==> src/irq_status_pkg.sv <==
// Constants for the interrupt status, mask and collision position block.
// Assumes a 125 MHz system clock and a 32-bit AXI4-Lite register bus.
package irq_status_pkg;

  // Register indices and their byte addresses (index times four)
  localparam logic [7:0] IDX_PROTOCOL = 8'h01;
  localparam logic [7:0] IDX_NORESP = 8'h07;
  localparam logic [7:0] IDX_REGULATOR = 8'h0b;
  localparam logic [7:0] IDX_FLAGS = 8'h0c;
  localparam logic [7:0] IDX_MASK = 8'h0d;
  localparam logic [7:0] IDX_COLPOS = 8'h0e;
  localparam logic [7:0] ADDR_PROTOCOL = {IDX_PROTOCOL[5:0], 2'b00};
  localparam logic [7:0] ADDR_NORESP = {IDX_NORESP[5:0], 2'b00};
  localparam logic [7:0] ADDR_REGULATOR = {IDX_REGULATOR[5:0], 2'b00};
  localparam logic [7:0] ADDR_FLAGS = {IDX_FLAGS[5:0], 2'b00};
  localparam logic [7:0] ADDR_MASK = {IDX_MASK[5:0], 2'b00};
  localparam logic [7:0] ADDR_COLPOS = {IDX_COLPOS[5:0], 2'b00};

  // Reset values
  localparam logic [7:0] FLAGS_RST = 8'h00;
  localparam logic [7:0] MASK_RST = 8'h3e;
  localparam logic [7:0] COLPOS_RST = 8'h00;
  localparam logic [7:0] REGULATOR_RST = 8'h87;
  localparam logic [7:0] PROTOCOL_RST = 8'h00;
  localparam logic [7:0] NORESP_RST = 8'h00;
  localparam logic [1:0] HEADROOM_RST = 2'b11;

  // Flag bit positions
  localparam int FLAG_TX = 7;
  localparam int FLAG_RX = 6;
  localparam int FLAG_FIFO = 5;
  localparam int FLAG_CRC = 4;
  localparam int FLAG_PARITY = 3;
  localparam int FLAG_FRAMING = 2;
  localparam int FLAG_COLL = 1;
  localparam int FLAG_NORESP = 0;
  localparam logic [7:0] TX_ALLOWED = 8'ha0;
  localparam logic [7:0] RX_ALLOWED = 8'h40;
  localparam logic [7:0] ALL_ALLOWED = 8'hff;

  // Protocol control fields
  localparam int PROTO_SKIP_CRC = 7;
  localparam int PROTO_COLL_SEVEN = 5;
  localparam logic [4:0] ISO_A_CODE = 5'h08;

  // Regulator control fields and headroom codes
  localparam int REG_AUTO = 7;
  localparam int VSET_MSB = 2;
  localparam logic [1:0] HEADROOM_250 = 2'b11;
  localparam logic [1:0] HEADROOM_350 = 2'b10;
  localparam logic [1:0] HEADROOM_400 = 2'b00;
  localparam logic [1:0] HEADROOM_RESERVED = 2'b01;

  // FIFO thresholds and collision counting
  localparam int FIFO_RX_HIGH = 8;
  localparam int FIFO_TX_LOW = 4;
  localparam int CLK_PERIOD_NS = 8;
  localparam int COLL_RATE_KBPS = 106;
  localparam int COLL_WINDOW_CYCLES =
    1000000 / (COLL_RATE_KBPS * CLK_PERIOD_NS);
  localparam logic [3:0] COLL_THRESH_SIX = 4'h6;
  localparam logic [3:0] COLL_THRESH_SEVEN = 4'h7;

  // Bus responses
  localparam logic [1:0] RESP_OKAY = 2'b00;
  localparam logic [1:0] RESP_SLVERR = 2'b10;

  typedef enum logic [0:0] {
    NR_IDLE = 1'b0,
    NR_WAIT = 1'b1
  } noresp_state_e;

endpackage

==> src/irq_status_collision.sv <==
// Interrupt flags, interrupt mask, collision position and regulator
// headroom selection, reached over AXI4-Lite.
// Assumes decoder, encoder and FIFO events arrive synchronous to aclk.
//
// Decided for this implementation: the AXI4-Lite slave port.

// Behaviour
// - Flags clear at reset, enable low, and any protocol register write.
// - Reading the flag register clears it and drops the interrupt line.
// - During transmit the decoder is off; only flags 7 and 5 change.
// - During receive only flag 6 changes, without raising the line.
// - Interrupt line rises at end of transmit or receive phase.
// - Flag 7 sets at transmit start; interrupt follows transmit end.
// - Flag 6 sets at start of frame; interrupt follows receive end.
// - Flag 5 sets on FIFO above 8 in receive, below 4 in transmit.
// - Flag 4 sets on receive CRC error unless CRC checking is skipped.
// - Flag 3 sets on parity error in type A reception.
// - Flag 2 sets on byte framing or end-of-frame error.
// - Flag 1 sets on more than 6 or 7 events within one bit period in type A.
// - Flag 0 sets when no response arrives within programmed wait.
// - Mask resets to 0x3e; no-response enable defaults to zero.
// - Mask bits 5 to 0 let matching flags raise the interrupt line.
// - Mask bits 7 and 6 hold upper collision position, cleared on read.
// - Position register holds low eight bits, resets zero, clears on read.
// - Automatic regulator: code 11, 10, 00 selects 250, 350, 400 mV.
// - Manual regulator uses the three voltage set bits, bit 2 MSB.
module irq_status_collision
  import irq_status_pkg::*;
#(
  parameter int FIFO_CNT_W = 5,
  parameter int NORESP_STEP_CYCLES = 500
)
(
  // Clock and reset
  input wire logic aclk,
  input wire logic aresetn,
  // Device enable pin, low clears the device registers
  input wire logic enable,
  // AXI4-Lite write address
  input wire logic awvalid,
  output logic awready,
  input wire logic [7:0] awaddr,
  input wire logic [2:0] awprot,
  // AXI4-Lite write data
  input wire logic wvalid,
  output logic wready,
  input wire logic [31:0] wdata,
  input wire logic [3:0] wstrb,
  // AXI4-Lite write response
  output logic bvalid,
  input wire logic bready,
  output logic [1:0] bresp,
  // AXI4-Lite read address
  input wire logic arvalid,
  output logic arready,
  input wire logic [7:0] araddr,
  input wire logic [2:0] arprot,
  // AXI4-Lite read data
  output logic rvalid,
  input wire logic rready,
  output logic [31:0] rdata,
  output logic [1:0] rresp,
  // Link phase and decoder events
  input wire logic tx_active,
  input wire logic rx_active,
  input wire logic sof_detected,
  input wire logic [FIFO_CNT_W-1:0] fifo_level,
  input wire logic crc_error,
  input wire logic parity_error,
  input wire logic framing_error,
  input wire logic collision_event,
  input wire logic [9:0] bit_position,
  // Interrupt and status outputs
  output logic irq,
  output logic decoder_enable,
  output logic [9:0] collision_position,
  // Regulator control
  output logic regulator_auto,
  output logic [1:0] headroom_sel,
  output logic [2:0] manual_level
);

  localparam logic [10:0] COLL_WIN_LAST = 11'(COLL_WINDOW_CYCLES - 1);
  localparam logic [15:0] STEP_LAST = 16'(NORESP_STEP_CYCLES - 1);

  // Register file
  logic [7:0] protocol;
  logic [7:0] noresp_wait;
  logic [7:0] regulator;
  logic [7:0] flags;
  logic [7:0] mask;
  logic [7:0] colpos;
  logic [1:0] headroom;
  logic [7:0] pending;
  logic irq_q;

  // Bus state
  logic aw_held;
  logic w_held;
  logic [7:0] aw_addr_q;
  logic [7:0] w_data_q;
  logic w_lane0_q;

  // Event history
  logic tx_d;
  logic rx_d;
  logic fifo_cond_d;
  logic coll_active;
  logic [10:0] coll_win;
  logic [3:0] coll_cnt;
  noresp_state_e nr_state;
  noresp_state_e next_nr_state;
  logic [15:0] nr_step;
  logic [7:0] nr_unit;

  // Device-side clear: reset or enable pin low
  wire dev_clear = ~aresetn | ~enable;

  // Write path decode
  wire wr_go = aw_held & w_held & ~bvalid;
  wire wr_en = wr_go & w_lane0_q;
  wire wr_proto = wr_en & (aw_addr_q[7:2] == ADDR_PROTOCOL[7:2]);
  wire wr_noresp = wr_en & (aw_addr_q[7:2] == ADDR_NORESP[7:2]);
  wire wr_reg = wr_en & (aw_addr_q[7:2] == ADDR_REGULATOR[7:2]);
  wire wr_mask = wr_en & (aw_addr_q[7:2] == ADDR_MASK[7:2]);
  wire wr_known = (aw_addr_q[7:2] == ADDR_PROTOCOL[7:2])
    | (aw_addr_q[7:2] == ADDR_NORESP[7:2])
    | (aw_addr_q[7:2] == ADDR_REGULATOR[7:2])
    | (aw_addr_q[7:2] == ADDR_FLAGS[7:2])
    | (aw_addr_q[7:2] == ADDR_MASK[7:2])
    | (aw_addr_q[7:2] == ADDR_COLPOS[7:2]);

  // Read path decode
  wire rd_take = arvalid & ~rvalid;
  wire rd_proto = araddr[7:2] == ADDR_PROTOCOL[7:2];
  wire rd_noresp = araddr[7:2] == ADDR_NORESP[7:2];
  wire rd_reg = araddr[7:2] == ADDR_REGULATOR[7:2];
  wire rd_flags = araddr[7:2] == ADDR_FLAGS[7:2];
  wire rd_mask = araddr[7:2] == ADDR_MASK[7:2];
  wire rd_colpos = araddr[7:2] == ADDR_COLPOS[7:2];
  wire rd_known = rd_proto | rd_noresp | rd_reg | rd_flags | rd_mask
    | rd_colpos;
  wire [7:0] rd_byte = ({8{rd_proto}} & protocol)
    | ({8{rd_noresp}} & noresp_wait)
    | ({8{rd_reg}} & regulator)
    | ({8{rd_flags}} & flags)
    | ({8{rd_mask}} & mask)
    | ({8{rd_colpos}} & colpos);

  // Clearing by read happens as the read is taken, so the captured
  // data and the cleared state can never disagree.
  wire flags_read = rd_take & rd_flags;
  wire mask_read = rd_take & rd_mask;
  wire colpos_read = rd_take & rd_colpos;

  // Protocol decode
  wire iso_a = protocol[4:0] == ISO_A_CODE;
  wire skip_crc = protocol[PROTO_SKIP_CRC];
  wire [3:0] coll_thresh = protocol[PROTO_COLL_SEVEN] ?
    COLL_THRESH_SEVEN : COLL_THRESH_SIX;

  // Phase tracking
  wire tx_start = tx_active & ~tx_d;
  wire tx_end = ~tx_active & tx_d;
  wire rx_end = ~rx_active & rx_d;
  wire phase_end = tx_end | rx_end;
  wire in_phase = tx_active | rx_active;
  wire [7:0] allowed = tx_active ? TX_ALLOWED :
    (rx_active ? RX_ALLOWED : ALL_ALLOWED);

  // FIFO threshold condition, flagged on its rising edge
  wire fifo_cond =
    (rx_active & (fifo_level > FIFO_CNT_W'(FIFO_RX_HIGH)))
    | (tx_active & (fifo_level < FIFO_CNT_W'(FIFO_TX_LOW)));
  wire fifo_hit = fifo_cond & ~fifo_cond_d;

  // Collision counting inside one 106 kbps bit period
  wire coll_win_done = coll_active & (coll_win == COLL_WIN_LAST);
  wire coll_hit = iso_a & coll_active & collision_event
    & (coll_cnt == coll_thresh);

  // No-response timing
  wire nr_abort = sof_detected | rx_active | tx_active;
  wire nr_step_done = nr_step == STEP_LAST;
  wire noresp_hit = (nr_state == NR_WAIT) & ~nr_abort & nr_step_done
    & (nr_unit == noresp_wait - 8'h01);

  // Event vector in flag bit order
  logic [7:0] event_set;
  assign event_set[FLAG_TX] = tx_start;
  assign event_set[FLAG_RX] = sof_detected;
  assign event_set[FLAG_FIFO] = fifo_hit;
  assign event_set[FLAG_CRC] = crc_error & ~skip_crc;
  assign event_set[FLAG_PARITY] = parity_error & iso_a;
  assign event_set[FLAG_FRAMING] = framing_error;
  assign event_set[FLAG_COLL] = coll_hit;
  assign event_set[FLAG_NORESP] = noresp_hit;

  // Events outside the allowed set wait until the phase ends
  wire hard_clear = wr_proto;
  wire flag_clear = flags_read | hard_clear;
  wire [7:0] merged = phase_end ? pending : 8'h00;
  wire [7:0] flag_set = (event_set & allowed) | merged;
  wire [7:0] next_pending = (pending & ~{8{phase_end | hard_clear}})
    | (event_set & ~allowed);

  // Per-bit flag update, a new event wins over a clear
  logic [7:0] next_flags;
  for (genvar i = 0; i < 8; i++)
  begin : g_flag
    assign next_flags[i] = flag_set[i] | (flags[i] & ~flag_clear);
  end

  // Interrupt: phase ends always, idle events only through their enable
  wire idle_irq = ~in_phase & (|(event_set[5:0] & mask[5:0]));
  wire irq_set = phase_end | idle_irq;
  wire next_irq = irq_set | (irq_q & ~flag_clear);

  // Position capture: collisions in type A, errors elsewhere
  wire err_any = crc_error | parity_error | framing_error;
  wire pos_capture = iso_a ? coll_hit : err_any;
  wire [1:0] next_pos_high = pos_capture ? bit_position[9:8] :
    (mask_read ? 2'b00 : mask[7:6]);
  wire [7:0] next_colpos = pos_capture ? bit_position[7:0] :
    (colpos_read ? 8'h00 : colpos);
  wire [5:0] next_enables = wr_mask ? w_data_q[5:0] : mask[5:0];

  // Headroom: reserved code keeps what was chosen before
  wire head_valid = regulator[1:0] != HEADROOM_RESERVED;
  wire [1:0] next_headroom = (regulator[REG_AUTO] & head_valid) ?
    regulator[1:0] : headroom;

  // Outputs
  assign awready = ~aw_held & ~bvalid;
  assign wready = ~w_held & ~bvalid;
  assign arready = ~rvalid;
  assign irq = irq_q;
  assign decoder_enable = ~tx_active;
  assign collision_position = {mask[7:6], colpos};
  assign regulator_auto = regulator[REG_AUTO];
  assign headroom_sel = headroom;
  assign manual_level = regulator[VSET_MSB:0];

  // Write address and data may arrive in either order
  always_ff @(posedge aclk)
  begin
    if (!aresetn)
    begin
      aw_held <= 1'b0;
      aw_addr_q <= 8'h00;
    end
    else if (awvalid && awready)
    begin
      aw_held <= 1'b1;
      aw_addr_q <= awaddr;
    end
    else if (wr_go)
      aw_held <= 1'b0;
  end

  always_ff @(posedge aclk)
  begin
    if (!aresetn)
    begin
      w_held <= 1'b0;
      w_data_q <= 8'h00;
      w_lane0_q <= 1'b0;
    end
    else if (wvalid && wready)
    begin
      w_held <= 1'b1;
      w_data_q <= wdata[7:0];
      w_lane0_q <= wstrb[0];
    end
    else if (wr_go)
      w_held <= 1'b0;
  end

  always_ff @(posedge aclk)
  begin
    if (!aresetn)
    begin
      bvalid <= 1'b0;
      bresp <= RESP_OKAY;
    end
    else if (wr_go)
    begin
      bvalid <= 1'b1;
      bresp <= wr_known ? RESP_OKAY : RESP_SLVERR;
    end
    else if (bready)
      bvalid <= 1'b0;
  end

  // Read answer one cycle after the address is taken
  always_ff @(posedge aclk)
  begin
    if (!aresetn)
    begin
      rvalid <= 1'b0;
      rdata <= 32'h0000_0000;
      rresp <= RESP_OKAY;
    end
    else if (rd_take)
    begin
      rvalid <= 1'b1;
      rdata <= {24'h00_0000, rd_byte};
      rresp <= rd_known ? RESP_OKAY : RESP_SLVERR;
    end
    else if (rready)
      rvalid <= 1'b0;
  end

  // Software-written control registers
  always_ff @(posedge aclk)
  begin
    if (dev_clear)
    begin
      protocol <= PROTOCOL_RST;
      noresp_wait <= NORESP_RST;
      regulator <= REGULATOR_RST;
      headroom <= HEADROOM_RST;
    end
    else
    begin
      if (wr_proto)
        protocol <= w_data_q;
      if (wr_noresp)
        noresp_wait <= w_data_q;
      if (wr_reg)
        regulator <= w_data_q;
      headroom <= next_headroom;
    end
  end

  // Flags, interrupt and collision position
  always_ff @(posedge aclk)
  begin
    if (dev_clear)
    begin
      flags <= FLAGS_RST;
      pending <= 8'h00;
      irq_q <= 1'b0;
      mask <= MASK_RST;
      colpos <= COLPOS_RST;
    end
    else
    begin
      flags <= next_flags;
      pending <= next_pending;
      irq_q <= next_irq;
      mask <= {next_pos_high, next_enables};
      colpos <= next_colpos;
    end
  end

  // Phase and FIFO edge history
  always_ff @(posedge aclk)
  begin
    if (dev_clear)
    begin
      tx_d <= 1'b0;
      rx_d <= 1'b0;
      fifo_cond_d <= 1'b0;
    end
    else
    begin
      tx_d <= tx_active;
      rx_d <= rx_active;
      fifo_cond_d <= fifo_cond;
    end
  end

  // Collision window opens on the first event, lasts one bit period;
  // the count saturates so a noisy window flags only once.
  always_ff @(posedge aclk)
  begin
    if (dev_clear || coll_win_done)
    begin
      coll_active <= 1'b0;
      coll_win <= 11'h000;
      coll_cnt <= 4'h0;
    end
    else if (coll_active)
    begin
      coll_win <= coll_win + 11'h001;
      if (collision_event && coll_cnt != 4'hf)
        coll_cnt <= coll_cnt + 4'h1;
    end
    else if (collision_event)
    begin
      coll_active <= 1'b1;
      coll_cnt <= 4'h1;
    end
  end

  // No-response watch from transmit end; wait of zero disables it
  always_comb
  begin
    next_nr_state = nr_state;
    case (nr_state)
      NR_IDLE:
        if (tx_end && noresp_wait != 8'h00)
          next_nr_state = NR_WAIT;
      NR_WAIT:
        if (nr_abort || noresp_hit)
          next_nr_state = NR_IDLE;
      default:
        next_nr_state = NR_IDLE;
    endcase
  end

  always_ff @(posedge aclk)
  begin
    if (dev_clear)
      nr_state <= NR_IDLE;
    else
      nr_state <= next_nr_state;
  end

  always_ff @(posedge aclk)
  begin
    if (dev_clear || nr_state != NR_WAIT)
    begin
      nr_step <= 16'h0000;
      nr_unit <= 8'h00;
    end
    else if (nr_step_done)
    begin
      nr_step <= 16'h0000;
      nr_unit <= nr_unit + 8'h01;
    end
    else
      nr_step <= nr_step + 16'h0001;
  end

endmodule

==> config.mk <==
export PLATFORM = sky130hd
export DESIGN_NAME = irq_status_collision
export DESIGN_NICKNAME = d
export VERILOG_FILES = /design/src/irq_status_pkg.sv /design/src/irq_status_collision.sv
export SDC_FILE = /design/constraint.sdc
export NUM_CORES = 1
export LEC_CHECK = 0
export BUFFER_PORTS_ARGS = -buffer_cell sky130_fd_sc_hd__buf_2
export CAP_MARGIN = 20
export CORE_MARGIN = 3
export CORE_UTILIZATION = 58
export DETAILED_ROUTE_END_ITERATION = 7
export PLACE_DENSITY = 0.86
export SETUP_SLACK_MARGIN = 0.15
export SLEW_MARGIN = 25
export SYNTH_ARGS = -nofsm -noshare
export SYNTH_HDL_FRONTEND = slang
export SYNTH_SLANG_ARGS = --single-unit
==> constraint.sdc <==
create_clock -name aclk -period 4.8 [get_ports aclk]
set_input_delay 0.96 -clock aclk [delete_from_list [all_inputs] [get_ports aclk]]
set_output_delay 0.96 -clock aclk [all_outputs]
set_load 0.005 [all_outputs]
==> reports/qor.yml, run 1 <==
status: "finished clean"
synth_top_family_by_area: "simple AND/OR/NAND/NOR gates"
vdd_drop_max_v: 0.000234
worst-path-max-fanout: 9
syn_avg_cell_area_sq_um: 8.95
synth_area_sq_um: 6030
ff2ff_path_depth: 6
muxShareOfSynthArea_pct: 6.49
fin_ws_ns: 2.15
final_antenna_net_count: 0
grt.total_usage_pct: 25.9
cp.arrival_ns: 3.04
synth_compound_area_share_pct: 14.8
placed_cells: 862
endpoint_kind: "flop"
ys_warn_count: 0
ios: 147
synthCells: 674
ys_seq_area_share_pct: 43.8
slew_violations: 0
htree_levels: 4
gp_congestion: 0.852
finalWirelength_mm: 15.0
busiest_layer: "met2"
fp.dieH_microns: 108
start_util_pct: 60.6
path_clk_slew_ns: 0.06
grt_max_degree: 50
crit_start: "araddr[7]"
finalNonFillerCells: 894
cts-root-buf: "clkbuf_8"
n_antenna_cell: 0
rsz0062_at_grt: "false"
synth_cell_types: 56
core_sq_um: 9950
fmax_mhz: 377
period_needed_ns: 2.65
worstPathRequired_ns: 5.19
final_nets: 843
hold_path_class: "reg2reg"
cts_resized: 0
num_rows: 36
powerDensity_nw_per_um2: 394
synth_ff_type: "dfxtp_1"
ys_async_sr_fraction_pct: 0
synthAdderAreaFrac_pct: 1.45
final_cell_mix: "dfxtp_1, nor2_1, buf_2"
largest_registers: "nr_step x16, coll_win x11"
cts_buffer_depth: 2
route.vias.total: 5241
cts_hold_buffers: 0
rrSetupSlack_ns: 2.32
worstSetupStartpointType: "input port"
grt_use_met3_pct: 7.04
io_buffer_count: 83
largest_reg_flops: 16
fin_crit_sh_pct: 55.3
clkLatencyLatePin_ns: 0.52
relSlewSlack_pct: 26.7
fin_util_pct: 71.2
synth_edf_count: 0
synthXorXnorAreaFrac_pct: 6.10
drv_cap: 0
met1_usage_pct: 31.9
numCtsBuffers: 17
tns_ns: 0
ys_ff_latch: 132
grt_overflow: 0
regMostFlops: "nr_step"
power_leakage_nw: 2.78
cp-endpoint: "flags[2]"
die_w_microns: 108
dr.pass1.iters: 8
clock-skew-final_ns: 0.00541
grt_pass1_vias: 4998
path_class: "in2reg"
rr_startpoint: "bvalid"
mostFrequentLayoutCell: "dfxtp_1"
post_drt_via_cell_ratio: 5.86
drc_errors: 0
cts_sinks: 132
syn2layout_area_growth_pct: 17.5
drive_gt1_share_pct: 18.1
cts_setup_buffers: 0
reg2reg_to: "flags[2]"
dpl_worst_slack_ns: 1.75
drt-initial-drc-count: 492
finalHoldViolations: 0
hpwl_mm: 10.5
grt_pass1_wl_mm: 23.9
worst_slew_pin_slew_ns: 1.09
synth-simple-area-share_pct: 20.6
cts_tree: "yes"
num-fill-cells: 722
post_drt_wl_per_cell_microns: 16.8
met2_usage_pct: 43.3
dieArea_sq_um: 11700
finalSetupViolations: 0
antenna_found_initial: 0
-- logic make-up after synthesis --
kind of cell | Yosys count
AO/OA/AOI/OAI | 126
XOR/XNOR | 42
adder cells (fa/ha/maj) | 7
buffers and inverters | 73
flip-flops | 132
multiplexers | 39
other | 1
AND/OR/NAND/NOR | 254
-- metal layers --
metal  vias to the layer above  wire [microns]  part of all wire (%)
li1                       2467               -                     -
met1                      2489            6130                    41
met2                       251            7250                    48
met3                        34            1290                   8.6
met4                         0             339                   2.3
met5                         -               0                     0
-- critical path: stages --
cell and delay (ns):
buf_2 0.10, or2_2 0.33, nor4_2 0.90, a21boi_4 0.23, a222oi_1 0.44, nor2_1 0.07
-- worst min path at each step --
| stage | startpoint | end | cells after the start |
|---|---|---|---|
| after floorplan | nr_step[0] | nr_step[0] | 1 |
| after global placement | nr_step[0] | nr_step[0] | 1 |
| after detailed placement | nr_step[0] | nr_step[0] | 1 |
| after CTS | flags[1] | flags[1] | 2 |
| after global routing | pending[0] | pending[0] | 1 |
| final | nr_step[0] | nr_step[0] | 1 |
-- stage by stage --
stage / cell area [sq um] / hold WS [ns] / power [mW]
after global routing: 7090 / 0.494 / 2.86
after CTS: 7090 / 0.469 / 2.80
after floorplan: 6130 / 0.430 / 1.27
final: 7090 / 0.460 / 2.79
after global placement: 6400 / 0.442 / 1.31
after detailed placement: 6400 / 0.456 / 1.32
-- synthesized netlist by cell type (all sizes together), types with 12 or more instances --
master	n	share of area, %
a21oi	17	1.4
a22oi	25	3.1
buf	34	4.2
clkbuf	23	1.4
dfxtp	132	44
inv	16	1.0
mux2i	38	6.3
nand2	60	3.7
nand3	12	1.1
nor2	104	6.5
nor2b	14	1.5
o21ai	25	2.1
xnor2	19	2.8
xor2	23	3.3
-- final cells by class --
cell class	instances	area, sq um	share of cell area (%)
Clock buffer	18	428	6.04
Clock inverter	14	255	3.60
Inverter	16	60.1	0.847
Multi-Input combinational cell	494	3090	43.6
Sequential cell	132	2640	37.3
Tap cell	133	166	2.35
Timing Repair Buffer	87	445	6.29
-- where the power goes --
| group | switching (mW) | internal (mW) | total [mW] |
|---|---|---|---|
| clock | 0.480 | 1.01 | 1.49 |
| combinational | 0.0855 | 0.0629 | 0.148 |
| sequential | 0.0284 | 1.12 | 1.15 |
| total | 0.594 | 2.20 | 2.79 |
(Power assumes the default switching activity.)
==> inputs of run 2 (changes only) <==
--- a/config.mk
+++ b/config.mk
@@ -8,9 +8,9 @@
 export BUFFER_PORTS_ARGS = -buffer_cell sky130_fd_sc_hd__buf_2
 export CAP_MARGIN = 20
 export CORE_MARGIN = 3
-export CORE_UTILIZATION = 58
+export CORE_UTILIZATION = 54
 export DETAILED_ROUTE_END_ITERATION = 7
-export PLACE_DENSITY = 0.86
+export PLACE_DENSITY = 0.81
 export SETUP_SLACK_MARGIN = 0.15
 export SLEW_MARGIN = 25
 export SYNTH_ARGS = -nofsm -noshare
==> constraint.sdc (replaced) <==
create_clock -name aclk -period 2.8 [get_ports aclk]
set_input_delay 0.56 -clock aclk [delete_from_list [all_inputs] [get_ports aclk]]
set_output_delay 0.56 -clock aclk [all_outputs]
set_load 0.005 [all_outputs]
==> run 2 against run 1 <==
Against the previous run: combinational power rose by 76%; die area increased by 7.0%; critical path depth fell by 1; setup slack worse by 1.8 ns; largest power group unchanged; highest routed layer unchanged.
==> reports/qor.yml, run 2 (same netlist as run 1, synthesis figures left out) <==
route.met2.wl_mm: 7.15  # was 7.25 mm
ios: 147  # unchanged
antenna_found_initial: 0  # unchanged
hold_path_class: "in2reg"  # was reg2reg
slew_violations: 0  # unchanged
die_w_microns: 112  # was 108 microns
syn2layout_area_growth_pct: 17.8  # was 17.5%
grt_pass1_wl_mm: 24.1  # was 23.9 mm
endpoint_kind: "flop"  # unchanged
final_nets: 851  # was 843
placed_cells: 873  # was 862
clock-skew-final_ns: 0.00897  # was 0.00541 ns
cts_buffer_depth: 2  # unchanged
dr.pass1.iters: 6  # was 8
powerDensity_nw_per_um2: 654  # was 394 nW/um^2
finalWirelength_mm: 14.9  # was 15.0 mm
largest_reg_flops: 16  # unchanged
num_rows: 37  # was 36
drv_cap: 0  # unchanged
dieArea_sq_um: 12500  # was 11700 sq um
grt_max_degree: 50  # unchanged
grt_overflow: 0  # unchanged
regMostFlops: "nr_step"  # unchanged
final_cell_mix: "dfxtp_1, nor2_1, buf_2"  # unchanged
wl_met1_mm: 6.38  # was 6.13 mm
fin_crit_sh_pct: 86.0
numCtsBuffers: 17  # unchanged
worst-path-max-fanout: 16  # was 9
drt-initial-drc-count: 493  # was 492
cts_sinks: 132  # unchanged
cts_tree: "yes"  # unchanged
highest_layer: "met4"  # unchanged
tns_ns: 0  # unchanged
path_class: "reg2reg"  # was in2reg
core_sq_um: 10600  # was 9950 sq um
grt.total_usage_pct: 23.6  # was 25.9%
status: "finished clean"  # unchanged
fp.dieH_microns: 112  # was 108 microns
hpwl_mm: 10.5  # about the same
drive_gt1_share_pct: 18.9  # was 18.1%
io_buffer_count: 83  # unchanged
path_clk_slew_ns: 0.06  # about the same
num-fill-cells: 849  # was 722
finalSetupViolations: 0  # unchanged
cts_setup_buffers: 0  # unchanged
cts_resized: 0  # unchanged
worstSetupStartpointType: "flop"  # was input port
clkLatencyLatePin_ns: 0.53  # was 0.52 ns
finalNonFillerCells: 905  # was 894
relSlewSlack_pct: 37.2  # was 26.7%
htree_levels: 4  # unchanged
drc_errors: 0  # unchanged
largest_registers: "nr_step x16, coll_win x11"  # unchanged
worstPathRequired_ns: 3.17  # was 5.19 ns
cp.arrival_ns: 2.78  # was 3.04 ns
dr_wl_met3_mm: 1.15  # was 1.29 mm
route.vias.total: 5156  # was 5241
n_antenna_cell: 0  # unchanged
rsz0062_at_grt: "false"  # unchanged
cts-root-buf: "clkbuf_8"  # unchanged
mostFrequentLayoutCell: "dfxtp_1"  # unchanged
start_util_pct: 56.9  # was 60.6%
finalHoldViolations: 0  # unchanged
gp_congestion: 0.863  # was 0.852
grt_pass1_vias: 5026  # was 4998
post_drt_via_cell_ratio: 5.70  # was 5.86
post_drt_wl_per_cell_microns: 16.4  # was 16.8 microns
cts_hold_buffers: 0  # unchanged
worst_slew_pin_slew_ns: 0.934  # was 1.09 ns
final_antenna_net_count: 0  # unchanged
period_needed_ns: 2.41
power_leakage_nw: 2.79  # was 2.78 nW
fmax_mhz: 415
vdd_drop_max_v: 0.000478  # was 0.000234 V
## run 2: changes by cell type in the layout (fill, tap and decap cells not counted), sizes merged
cell	previous run	this run
clkbuf	18	19
buf	87	95
bufinv	7	5
clkinvlp	1	3
inv	17	16
## run 2: routing by layer
metal  vias up  global-route usage, %
met4         0                   7.06
met3        23                   6.20
li1       2481                      -
met1      2451                   30.2
met5         -                      0
met2       201                   39.2
## run 2: worst paths after layout
| check | to | start | cells past startpoint | slack [ns] |
|---|---|---|---|---|
| max | nr_step[5] | nr_step[0] | 5 | 0.39 |
| min | rvalid | arvalid | 2 | 0.28 |
| max reg2reg | nr_step[5] | nr_step[0] | 5 | 0.39 |
| min reg2reg | nr_step[0] | nr_step[0] | 1 | 0.47 |
## run 2: critical path, stage by stage, from the launching register on
cell and delay, ns:
dfxtp_1 0.37, ha_1 0.21, or4b_4 0.49, or4_1 0.58, nand3_1 0.46, nor2_1 0.14
## run 2: final cells by class
class	count	area, sq um	area share, %
clock buffers	19	442	6.21
clock inverters	13	205	2.89
inverters	16	60.1	0.845
multi-input cells	494	3080	43.4
flip-flops and latches	132	2640	37.2
well taps	136	170	2.39
repair buffers	95	505	7.11
## run 2: report_power, final
group / switching (mW) / internal [mW] / leakage (nW) / total [mW]
logic: 0.151 / 0.111 / 1.41 / 0.261
registers: 0.0453 / 1.92 / 1.07 / 1.97
clock network: 0.835 / 1.58 / 0.310 / 2.42
## run 2: stage by stage
step	worst slack (ns)	power, mW	util [%]	hold slack, ns	cell area [sq um]
2_1_floorplan	0.617	2.18	-	0.430	6130
3_3_place_gp	0.467	2.25	60.9	0.441	6460
3_5_place_dp	0.389	2.27	60.9	0.457	6460
4_1_cts	0.380	4.64	67.0	0.267	7110
5_1_grt	0.221	4.76	67.0	0.266	7110
6_report	0.392	4.65	67.0	0.279	7110
